==> config.mk <==
export PLATFORM = sky130hd
export DESIGN_NAME = hcw_config_window
export DESIGN_NICKNAME = d
export VERILOG_FILES = /design/src/hdl/hcw_pkg.sv /design/src/hdl/hcw_arb_if.sv /design/src/hdl/hcw_arbiter.sv /design/src/hdl/hcw_config_window.sv
export VERILOG_INCLUDE_DIRS = /design/src /design/src/hdl
export SDC_FILE = /design/constraint.sdc
export NUM_CORES = 1
export LEC_CHECK = 0
export ABC_AREA = 1
export BUFFER_PORTS_ARGS = -buffer_cell sky130_fd_sc_hd__buf_2
export CORE_ASPECT_RATIO = 1.25
export CORE_MARGIN = 4
export CORE_UTILIZATION = 25
export DETAILED_ROUTE_END_ITERATION = 10
export HOLD_SLACK_MARGIN = 0.05
export SETUP_SLACK_MARGIN = 0.1
export SYNTH_ARGS = -nofsm -noshare
export SYNTH_HDL_FRONTEND = slang
export SYNTH_HIERARCHICAL = 1
export SYNTH_SLANG_ARGS = --single-unit
==> constraint.sdc <==
create_clock -name clk -period 2 [get_ports clk]
set_input_delay 0.1 -clock clk [delete_from_list [all_inputs] [get_ports clk]]
set_output_delay 0.1 -clock clk [all_outputs]
set_load 0.01 [all_outputs]
==> src/hdl/hcw_regs.svh <==
// Register offsets, field positions, reset values and timing counts
// Assumes byte offsets within a 256-byte configuration space
`ifndef HCW_REGS_SVH
`define HCW_REGS_SVH

// Byte offsets
`define HCW_OFS_BOARD_ID      8'h2E
`define HCW_OFS_CAP_HEAD      8'h34
`define HCW_OFS_HUB_CFG       8'h50

// Read-only contents
`define HCW_CAP_HEAD_VAL      8'h88

// Hub configuration fields
`define HCW_CFG_GWE           7
`define HCW_CFG_DLS           6
`define HCW_CFG_LOCALMEM_FREQ_SELECT          4
`define HCW_CFG_PCP           3
`define HCW_CFG_SYSMEM_FREQ_SELECT          2
`define HCW_CFG_WR_MASK       8'hC8
`define HCW_CFG_RST           8'h40

// Timing counts in packets and clocks
`define HCW_H2G_PKT_LIMIT     3'h6
`define HCW_WINDOW_CLKS       5'h18
`define HCW_SNOOP_STALL_CLKS  5'h1F

`endif

==> src/hdl/hcw_pkg.sv <==
// Types shared by the hub configuration window and its arbiter
// Assumes hcw_regs.svh is on the include path
`default_nettype none
package hcw_pkg;
    typedef enum logic [2:0] {
        HCW_S2_IDLE = 3'h1,
        HCW_S2_HOST = 3'h2,
        HCW_S2_GFX  = 3'h4
    } hcw_s2_state_type;
    typedef enum logic [2:0] {
        HCW_S1_IDLE  = 3'h1,
        HCW_S1_H2G   = 3'h2,
        HCW_S1_OTHER = 3'h4
    } hcw_s1_state_type;
endpackage
`default_nettype wire

==> src/hdl/hcw_arb_if.sv <==
// Signals between the configuration window and the memory arbiter
// Assumes one clock shared by both ends
`default_nettype none
interface hcw_arb_if;
    logic windowEn;
    logic h2gReq;
    logic otherReq;
    logic pktDone;
    logic h2gGnt;
    logic otherGnt;
    logic hostReq;
    logic gfxReq;
    logic hostGnt;
    logic gfxGnt;
    modport cfg (
        output windowEn, h2gReq, otherReq, pktDone, hostReq, gfxReq,
        input  h2gGnt, otherGnt, hostGnt, gfxGnt
    );
    modport arb (
        input  windowEn, h2gReq, otherReq, pktDone, hostReq, gfxReq,
        output h2gGnt, otherGnt, hostGnt, gfxGnt
    );
endinterface
`default_nettype wire

==> src/hdl/hcw_arbiter.sv <==
// Two-stage system memory arbiter: packet stage and time-window stage
// Assumes requests are synchronous to clk and held until granted
`include "hcw_regs.svh"
`default_nettype none
module hcw_arbiter (
    // Clock and reset
    input  wire logic clk,
    input  wire logic rst_n,
    // Arbiter signals
    hcw_arb_if.arb    arb
);
    import hcw_pkg::*;

    ////////////////////////////////////////////////////////////////////
    hcw_s1_state_type s1State_r;
    logic [2:0]       h2gRun_r;
    logic             h2gWins;
    hcw_s2_state_type s2State_r;
    logic [4:0]       s2Cnt_r;
    logic             s2Win_r;
    assign h2gWins = arb.h2gReq && !(arb.windowEn && arb.otherReq &&
                     h2gRun_r == `HCW_H2G_PKT_LIMIT);

    // Stage 1: packets held until pktDone
    always_ff @(posedge clk) begin
        if (!rst_n) begin
            s1State_r <= HCW_S1_IDLE;
        end else begin
            case (s1State_r)
                HCW_S1_IDLE: begin
                    if (h2gWins) begin
                        s1State_r <= HCW_S1_H2G;
                    end else if (arb.otherReq) begin
                        s1State_r <= HCW_S1_OTHER;
                    end
                end
                HCW_S1_H2G, HCW_S1_OTHER: begin
                    if (arb.pktDone) begin
                        s1State_r <= HCW_S1_IDLE;
                    end
                end
                default: s1State_r <= HCW_S1_IDLE;
            endcase
        end
    end

    // Consecutive host-to-graphics packet count
    always_ff @(posedge clk) begin
        if (!rst_n) begin
            h2gRun_r <= 3'h0;
        end else if (s1State_r == HCW_S1_IDLE) begin
            if (h2gWins) begin
                if (h2gRun_r != `HCW_H2G_PKT_LIMIT) begin
                    h2gRun_r <= h2gRun_r + 3'h1;
                end
            end else if (arb.otherReq) begin
                h2gRun_r <= 3'h0;
            end
        end
    end

    assign arb.h2gGnt   = (s1State_r == HCW_S1_H2G);
    assign arb.otherGnt = (s1State_r == HCW_S1_OTHER);

    ////////////////////////////////////////////////////////////////////
    // Stage 2: host versus low-priority graphics, 24-clock windows
    always_ff @(posedge clk) begin
        if (!rst_n) begin
            s2State_r <= HCW_S2_IDLE;
            s2Win_r   <= 1'b0;
        end else begin
            case (s2State_r)
                HCW_S2_IDLE: begin
                    s2Win_r <= arb.windowEn;
                    if (arb.hostReq) begin
                        s2State_r <= HCW_S2_HOST;
                    end else if (arb.gfxReq) begin
                        s2State_r <= HCW_S2_GFX;
                    end
                end
                HCW_S2_HOST: begin
                    if (!arb.hostReq) begin
                        s2State_r <= HCW_S2_IDLE;
                    end else if (s2Win_r && arb.gfxReq &&
                                 s2Cnt_r == `HCW_WINDOW_CLKS - 5'h1) begin
                        s2State_r <= HCW_S2_GFX;
                    end
                end
                HCW_S2_GFX: begin
                    // Fixed mode never preempts a running grant
                    if (!arb.gfxReq) begin
                        s2State_r <= HCW_S2_IDLE;
                    end else if (s2Win_r && arb.hostReq &&
                                 s2Cnt_r == `HCW_WINDOW_CLKS - 5'h1) begin
                        s2State_r <= HCW_S2_HOST;
                    end
                end
                default: s2State_r <= HCW_S2_IDLE;
            endcase
        end
    end

    // Window length counter
    always_ff @(posedge clk) begin
        if (!rst_n) begin
            s2Cnt_r <= 5'h0;
        end else if (s2State_r == HCW_S2_IDLE ||
                     s2Cnt_r == `HCW_WINDOW_CLKS - 5'h1) begin
            s2Cnt_r <= 5'h0;
        end else begin
            s2Cnt_r <= s2Cnt_r + 5'h1;
        end
    end

    assign arb.hostGnt = (s2State_r == HCW_S2_HOST);
    assign arb.gfxGnt  = (s2State_r == HCW_S2_GFX);
endmodule
`default_nettype wire

==> src/hdl/hcw_config_window.sv <==
// Hub configuration window: board identity, capability head, hub config
// Assumes config accesses are synchronous to clk; pins are asynchronous
`include "hcw_regs.svh"
`default_nettype none
module hcw_config_window #(
    // Arbitrary cleared value of the board identity
    parameter logic [15:0] SID_RESET = 16'h5A5A
) (
    // Clock and reset
    input  wire logic        clk,
    input  wire logic        rst_n,
    // Configuration access, dword address with byte enables
    input  wire logic [7:2]  cfgAddr,
    input  wire logic [3:0]  cfgByteEn,
    input  wire logic        cfgWrite,
    input  wire logic        cfgRead,
    input  wire logic [31:0] cfgWrData,
    output logic      [31:0] cfgRdData,
    output logic             cfgRdValid,
    // Strap and mode pins
    input  wire logic        sysmemFreqStrap,
    input  wire logic        localmemFreqStrap,
    input  wire logic        graphicsMode,
    // Processor deferral
    input  wire logic        address_strobe_in_n,
    input  wire logic        deferrablePending,
    input  wire logic        snoopStall,
    output logic             deferNow,
    // Page control
    input  wire logic        pageMiss,
    input  wire logic        rowChange,
    input  wire logic        refreshReq,
    input  wire logic [1:0]  missBank,
    output logic             prechargeAll,
    output logic             prechargeBank,
    output logic      [1:0]  prechargeBankSel,
    // Memory arbiter requests and grants
    input  wire logic        h2gReq,
    input  wire logic        otherReq,
    input  wire logic        pktDone,
    input  wire logic        hostReq,
    input  wire logic        gfxReq,
    output logic             h2gGnt,
    output logic             otherGnt,
    output logic             hostGnt,
    output logic             gfxGnt,
    // Selected frequencies
    output logic             sysmemFreqSelect,
    output logic             localmemFreqSelect
);
    import hcw_pkg::*;

    // Byte lane of an offset is hit when its dword matches and lane enabled
    function automatic logic laneHit(input logic [7:0] ofs,
                                     input logic [7:2] addr,
                                     input logic [3:0] be);
        laneHit = (addr == ofs[7:2]) && be[ofs[1:0]];
    endfunction

    ////////////////////////////////////////////////////////////////////
    // Pin synchronisers, no reset so straps track during reset
    logic [1:0] smStrapSync;
    logic [1:0] lmStrapSync;
    logic [1:0] gfxModeSync;
    logic [1:0] strobeSync;
    always_ff @(posedge clk) begin
        smStrapSync <= {smStrapSync[0], sysmemFreqStrap};
        lmStrapSync <= {lmStrapSync[0], localmemFreqStrap};
        gfxModeSync <= {gfxModeSync[0], graphicsMode};
        strobeSync  <= {strobeSync[0], address_strobe_in_n};
    end

    ////////////////////////////////////////////////////////////////////
    // Board identity, write-once per byte pair
    logic [15:0] board_identity_reg_r;
    logic        boardIdLocked_r;
    logic [1:0]  sidHit;

    genvar g;
    generate
        for (g = 0; g < 2; g++) begin : gSid
            assign sidHit[g] = cfgWrite && !boardIdLocked_r &&
                laneHit(`HCW_OFS_BOARD_ID + 8'(g), cfgAddr, cfgByteEn);
            always_ff @(posedge clk) begin
                if (!rst_n) begin
                    board_identity_reg_r[g*8 +: 8] <= SID_RESET[g*8 +: 8];
                end else if (sidHit[g]) begin
                    board_identity_reg_r[g*8 +: 8] <=
                        cfgWrData[(g+2)*8 +: 8];
                end
            end
        end
    endgenerate

    // Any write touching the register closes it until reset
    always_ff @(posedge clk) begin
        if (!rst_n) begin
            boardIdLocked_r <= 1'b0;
        end else if (|sidHit) begin
            boardIdLocked_r <= 1'b1;
        end
    end

    ////////////////////////////////////////////////////////////////////
    // Hub configuration register
    logic [7:0] hub_config_reg_r;
    logic       strapTaken_r;
    logic       cfgHit;
    assign cfgHit = cfgWrite &&
        laneHit(`HCW_OFS_HUB_CFG, cfgAddr, cfgByteEn);

    always_ff @(posedge clk) begin
        if (!rst_n) begin
            hub_config_reg_r <= `HCW_CFG_RST;
            strapTaken_r     <= 1'b0;
        end else begin
            strapTaken_r <= 1'b1;
            if (!strapTaken_r) begin
                // Straps caught on the first edge after release
                hub_config_reg_r[`HCW_CFG_SYSMEM_FREQ_SELECT] <= smStrapSync[1];
                hub_config_reg_r[`HCW_CFG_LOCALMEM_FREQ_SELECT] <= lmStrapSync[1];
            end else if (cfgHit) begin
                hub_config_reg_r <=
                    (hub_config_reg_r & ~`HCW_CFG_WR_MASK) |
                    (cfgWrData[7:0] & `HCW_CFG_WR_MASK);
                if (!gfxModeSync[1]) begin
                    hub_config_reg_r[`HCW_CFG_SYSMEM_FREQ_SELECT] <=
                        cfgWrData[`HCW_CFG_SYSMEM_FREQ_SELECT];
                end
            end
        end
    end

    // Graphics mode forces the system memory select to 100 MHz
    logic [7:0] hubCfgView;
    always_comb begin
        hubCfgView = hub_config_reg_r;
        if (gfxModeSync[1]) begin
            hubCfgView[`HCW_CFG_SYSMEM_FREQ_SELECT] = 1'b0;
        end
    end

    always_ff @(posedge clk) begin
        if (!rst_n) begin
            sysmemFreqSelect   <= 1'b0;
            localmemFreqSelect <= 1'b0;
        end else begin
            sysmemFreqSelect   <= hubCfgView[`HCW_CFG_SYSMEM_FREQ_SELECT];
            localmemFreqSelect <= hubCfgView[`HCW_CFG_LOCALMEM_FREQ_SELECT];
        end
    end

    ////////////////////////////////////////////////////////////////////
    // Read path, one clock after the read strobe
    always_ff @(posedge clk) begin
        if (!rst_n) begin
            cfgRdData  <= 32'h0000_0000;
            cfgRdValid <= 1'b0;
        end else begin
            cfgRdValid <= cfgRead;
            cfgRdData  <= 32'h0000_0000;
            if (cfgRead) begin
                case (cfgAddr)
                    6'(`HCW_OFS_BOARD_ID >> 2):
                        cfgRdData[31:16] <= board_identity_reg_r;
                    6'(`HCW_OFS_CAP_HEAD >> 2):
                        cfgRdData[7:0] <= `HCW_CAP_HEAD_VAL;
                    6'(`HCW_OFS_HUB_CFG >> 2):
                        cfgRdData[7:0] <= hubCfgView;
                    default: cfgRdData <= 32'h0000_0000;
                endcase
            end
        end
    end

    ////////////////////////////////////////////////////////////////////
    // Processor cycle deferral
    logic       strobePrev_r;
    logic [4:0] stallCnt_r;
    logic       strobeFall;
    assign strobeFall = strobePrev_r && !strobeSync[1];

    always_ff @(posedge clk) begin
        if (!rst_n) begin
            strobePrev_r <= 1'b1;
            stallCnt_r   <= 5'h0;
            deferNow     <= 1'b0;
        end else begin
            strobePrev_r <= strobeSync[1];
            if (!deferrablePending || deferNow) begin
                stallCnt_r <= 5'h0;
            end else if (snoopStall &&
                         stallCnt_r != `HCW_SNOOP_STALL_CLKS) begin
                stallCnt_r <= stallCnt_r + 5'h1;
            end
            deferNow <= deferrablePending && strobeFall && !deferNow &&
                (!hub_config_reg_r[`HCW_CFG_DLS] ||
                 stallCnt_r == `HCW_SNOOP_STALL_CLKS);
        end
    end

    ////////////////////////////////////////////////////////////////////
    // Page closing
    always_ff @(posedge clk) begin
        if (!rst_n) begin
            prechargeAll     <= 1'b0;
            prechargeBank    <= 1'b0;
            prechargeBankSel <= 2'h0;
        end else begin
            prechargeAll <= rowChange || refreshReq ||
                (pageMiss && hub_config_reg_r[`HCW_CFG_PCP]);
            prechargeBank <= pageMiss && !rowChange && !refreshReq &&
                !hub_config_reg_r[`HCW_CFG_PCP];
            prechargeBankSel <= missBank;
        end
    end

    ////////////////////////////////////////////////////////////////////
    // Memory arbiter
    hcw_arb_if arbBus ();
    assign arbBus.windowEn = hub_config_reg_r[`HCW_CFG_GWE];
    assign arbBus.h2gReq   = h2gReq;
    assign arbBus.otherReq = otherReq;
    assign arbBus.pktDone  = pktDone;
    assign arbBus.hostReq  = hostReq;
    assign arbBus.gfxReq   = gfxReq;
    assign h2gGnt   = arbBus.h2gGnt;
    assign otherGnt = arbBus.otherGnt;
    assign hostGnt  = arbBus.hostGnt;
    assign gfxGnt   = arbBus.gfxGnt;

    hcw_arbiter uArbiter (
        .clk   (clk),
        .rst_n (rst_n),
        .arb   (arbBus.arb)
    );
endmodule
`default_nettype wire

==> flow_metrics.env <==
export IMPL_synth_top_family_by_area="simple AND/OR/NAND/NOR gates"
export IMPL_track_usage_pct=11.03
export IMPL_layout_filler_cells=1296
export IMPL_vdd_ir_drop_worst_uv=311.7
export IMPL_max_stage_delay_ns=0.60
export IMPL_rrSetupSlack_ns=0.36
export IMPL_io_buffer_count=81
export IMPL_post_drt_via_cell_ratio=4.081
export IMPL_dp_final_hpwl_um=5840
export IMPL_fraction_of_layout_cells_with_a_size_suffix_above_1_pct=21.47
export IMPL_worst_path_max_delay_cell="dlygate4sd3_1"
export IMPL_cap_violations=0
export IMPL_cts_sink_count=81
export IMPL_critical_path_class="in -> reg"
export IMPL_slew_violations=0
export IMPL_synth_ff_latch_count=81
export IMPL_reg2reg_from="stallCnt_r[0]"
export IMPL_place_gp_congestion=0.7868
export IMPL_timing_critical_path_to="prechargeBank"
export IMPL_numCtsBuffers=9
export IMPL_period_share_pct=85.53
export IMPL_clk_path_buf_depth=2
export IMPL_clk_transition_reported_paths_ns=0.06
export IMPL_dpl_cell_count=639
export IMPL_timing_reg2reg_worst_path_depth=9
export IMPL_root_buffer="clkbuf_16"
export IMPL_clkLatencyLatePin_ns=0.33
export IMPL_cts_setup_buffers=0
export IMPL_first_global_vias=2704
export IMPL_tritoncts="done"
export IMPL_post_synthesis_mux_area_share_pct=0
export IMPL_setup_viol=0
export IMPL_critical_path_reg2reg_endpoint="stallCnt_r[2]"
export IMPL_cp_end_kind="register"
export IMPL_fin_hold_ws_ns=0.07468
export IMPL_cp_arrival_ns=1.98
export IMPL_synth_seq_area_share_pct=51.74
export IMPL_detailedRoute_firstPassIterationCount=4
export IMPL_timing_hold_worst_class="in -> reg"
export IMPL_edff_count_synth=0
export IMPL_critPathLaunchType="input port"
export IMPL_critical_path_max_fanout=19
export IMPL_post_synth_xor_area_fraction_pct=1.118
export IMPL_cell_taking_the_most_area_after_synthesis="dfxtp_1"
export IMPL_totalWireLength_um=7775
export IMPL_fin_nets=579
export IMPL_worst_path_most_repeated_cell="dlygate4sd3_1"
export IMPL_route_detailed_wl_per_inst_um=11.38
export IMPL_post_synth_fa_ha_maj_area_fraction_pct=1.996
export IMPL_core_region_area_mm2=0.01222
export IMPL_grt_antenna_before_repair=2
export IMPL_min_period_ns=1.711
export IMPL_flow_area_growth_from_synthesis_pct=36.13
export IMPL_syn_std_cell_area_mm2=0.003134
export IMPL_powerDensity_mw_per_mm2=898.8
export IMPL_final_cell_count_no_fill=683
export IMPL_synth_compound_area_share_pct=5.589
export IMPL_grt_remaining_overflow=0
export IMPL_synthDominantCellAreaShare_pct=51.74
export IMPL_postRouteAntennaNets=0
export IMPL_die_height_um=133.2
export IMPL_hold_violations=0
export IMPL_synth_top_cells_by_area="dfxtp_1, nand2_1, inv_1"
export IMPL_syn_area_per_cell_um2=7.816
export IMPL_io_pin_count=106
export IMPL_critPathRequiredTime_ns=2.27
export IMPL_synth_warn=6
export IMPL_regArea_mm2=0.001622
export IMPL_multi_input_combinational_cell_area_mm2=0.001181
export IMPL_critPathLaunch="rst_n"
export IMPL_die_width_um=108.1
export IMPL_fin_setup_tns_ns=0
export IMPL_synthCells=401
export IMPL_drt_initial_drc_count=65
export IMPL_synthArstFlopShare_pct=0
export IMPL_setup_repair_after_global_routing_missed_its_margin="no"
export IMPL_final_setup_skew_ns=0.007366
export IMPL_std_cell_rows=45
export IMPL_predominant_post_synthesis_flop_cell="dfxtp_1"
export IMPL_yosys_cell_count_top_type="dfxtp_1"
export IMPL_cts_htree_levels=3
export IMPL_yosys_top_cells_count="dfxtp_1, nand2_1, inv_1"
export IMPL_grt_first_pass_wirelength_um=12480
export IMPL_crit_path_cells="dlygate4sd3_1 > buf_2 > buf_4 > nand2_1 > nor4_1 > dlygate4sd3_1"
export IMPL_floorplan_die_area_mm2=0.01440
export IMPL_maximum_number_of_pins_on_one_net_before_global_route_repair=20
export IMPL_yosys_area_share_simple_pct=27.66
export IMPL_total_leakage_power_nw=2.196
export IMPL_max_clock_freq_ghz=0.5846
export IMPL_outcome="finished clean"
export IMPL_synth_lib_cells_used_distinct=29
export IMPL_num_vias=2787
export IMPL_floorplan_initialDensity_pct=25.65
export IMPL_drcViolationCount=0
==> flip-flops by register name (all words and copies together) (netlist names), 3 cells and up <==
| signal | count |
|---|---|
| uArbiter/h2gRun_r | 3 |
| uArbiter/s2State_r | 3 |
| uArbiter/s1State_r | 3 |
| uArbiter/s2Cnt_r | 5 |
| stallCnt_r | 5 |
| board_identity_reg_r | 16 |
| hub_config_reg_r | 5 |
| cfgRdData | 21 |
==> cells by family (layout without fill, tap and decap cells) <==
family                     Yosys count  count (layout)
AOI/OAI and AO/OA                   32              32
adders and majority gates            5               5
buffers and inverters               85             191
other                                1              13
DFF                                 81              81
xor gates and xnor gates             4               4
and+or+nand+nor                    193             193
==> worst min path at each step <==
| stage | from | end | slack [ns] | depth (start not counted) |
|---|---|---|---|---|
| 6_report | pageMiss | prechargeAll | 0.07 | 3 |
| 4_1_cts | cfgWrData[24] | board_identity_reg_r[8] | 0.06 | 3 |
| 3_5_place_dp | sysmemFreqStrap | smStrapSync[0] | 0.20 | 1 |
| 5_1_grt | gfxReq | uArbiter/s2State_r[2] | 0.08 | 3 |
| 2_1_floorplan | graphicsMode | gfxModeSync[0] | 0.13 | 0 |
| 3_3_place_gp | localmemFreqStrap | lmStrapSync[0] | 0.21 | 1 |
==> final cells by class <==
cell class | instances | share of cell area (%)
multi-input cells | 245 | 27.68
repair buffers | 110 | 16.13
inverters | 65 | 5.718
well taps | 164 | 4.809
diodes | 2 | 0.1173
flip-flops and latches | 81 | 38.01
clock inverters | 5 | 1.848
clock buffers | 11 | 5.689
==> worst max-delay path: cells and delay by family <==
kind | cells | cell delay, ns
buf+inv | 4 | 1.60
simple gates | 2 | 0.28
==> per-stage QoR <==
step                instance area (µm²)  worst slack, ns  power [mW]  util (%)
floorplan                          3172           0.4180       1.970         -
global placement                   3680           0.4376       2.058     30.12
detailed placement                 3680           0.3662       2.078     30.12
CTS                                4262           0.2687       3.889     34.88
global route                       4264           0.1688       4.006     34.90
finish                             4267           0.2895       3.835     34.92
==> where the power goes <==
part           internal (mW)  total, mW  switching, mW
clock                   1.13       1.76          0.630
sequential              1.67       1.72         0.0435
combinational          0.158      0.363          0.205
total                   2.96       3.83          0.878
==> per-layer routing <==
layer  part of all wire [%]  track usage [%]  vias up
met5                   0.17                0        -
met4                    2.4            5.614        2
met3                    5.7            3.393       12
met2                     50            18.85       57
met1                     42            12.20     1253
li1                       -                -     1463
==> layout by cell type, fill, tap and decap left out, types with 11 or more instances in the layout <==
master,n
nand2_1,73
nor2_1,51
dfxtp_1,81
conb_1,11
o21ai_0,12
inv_1,63
nand4_1,11
buf_2,81
a21oi_1,17
nand3_1,36
dlygate4sd3_1,26
==> what timing repair did <==
item / in CTS / in global routing
gates resized for setup: 0 / 0
setup endpoints to repair: 0 / 0
endpoints found under the hold margin: 26 / 0
hold buffers: 26 / 0
Power figures use the tool's default switching activity.
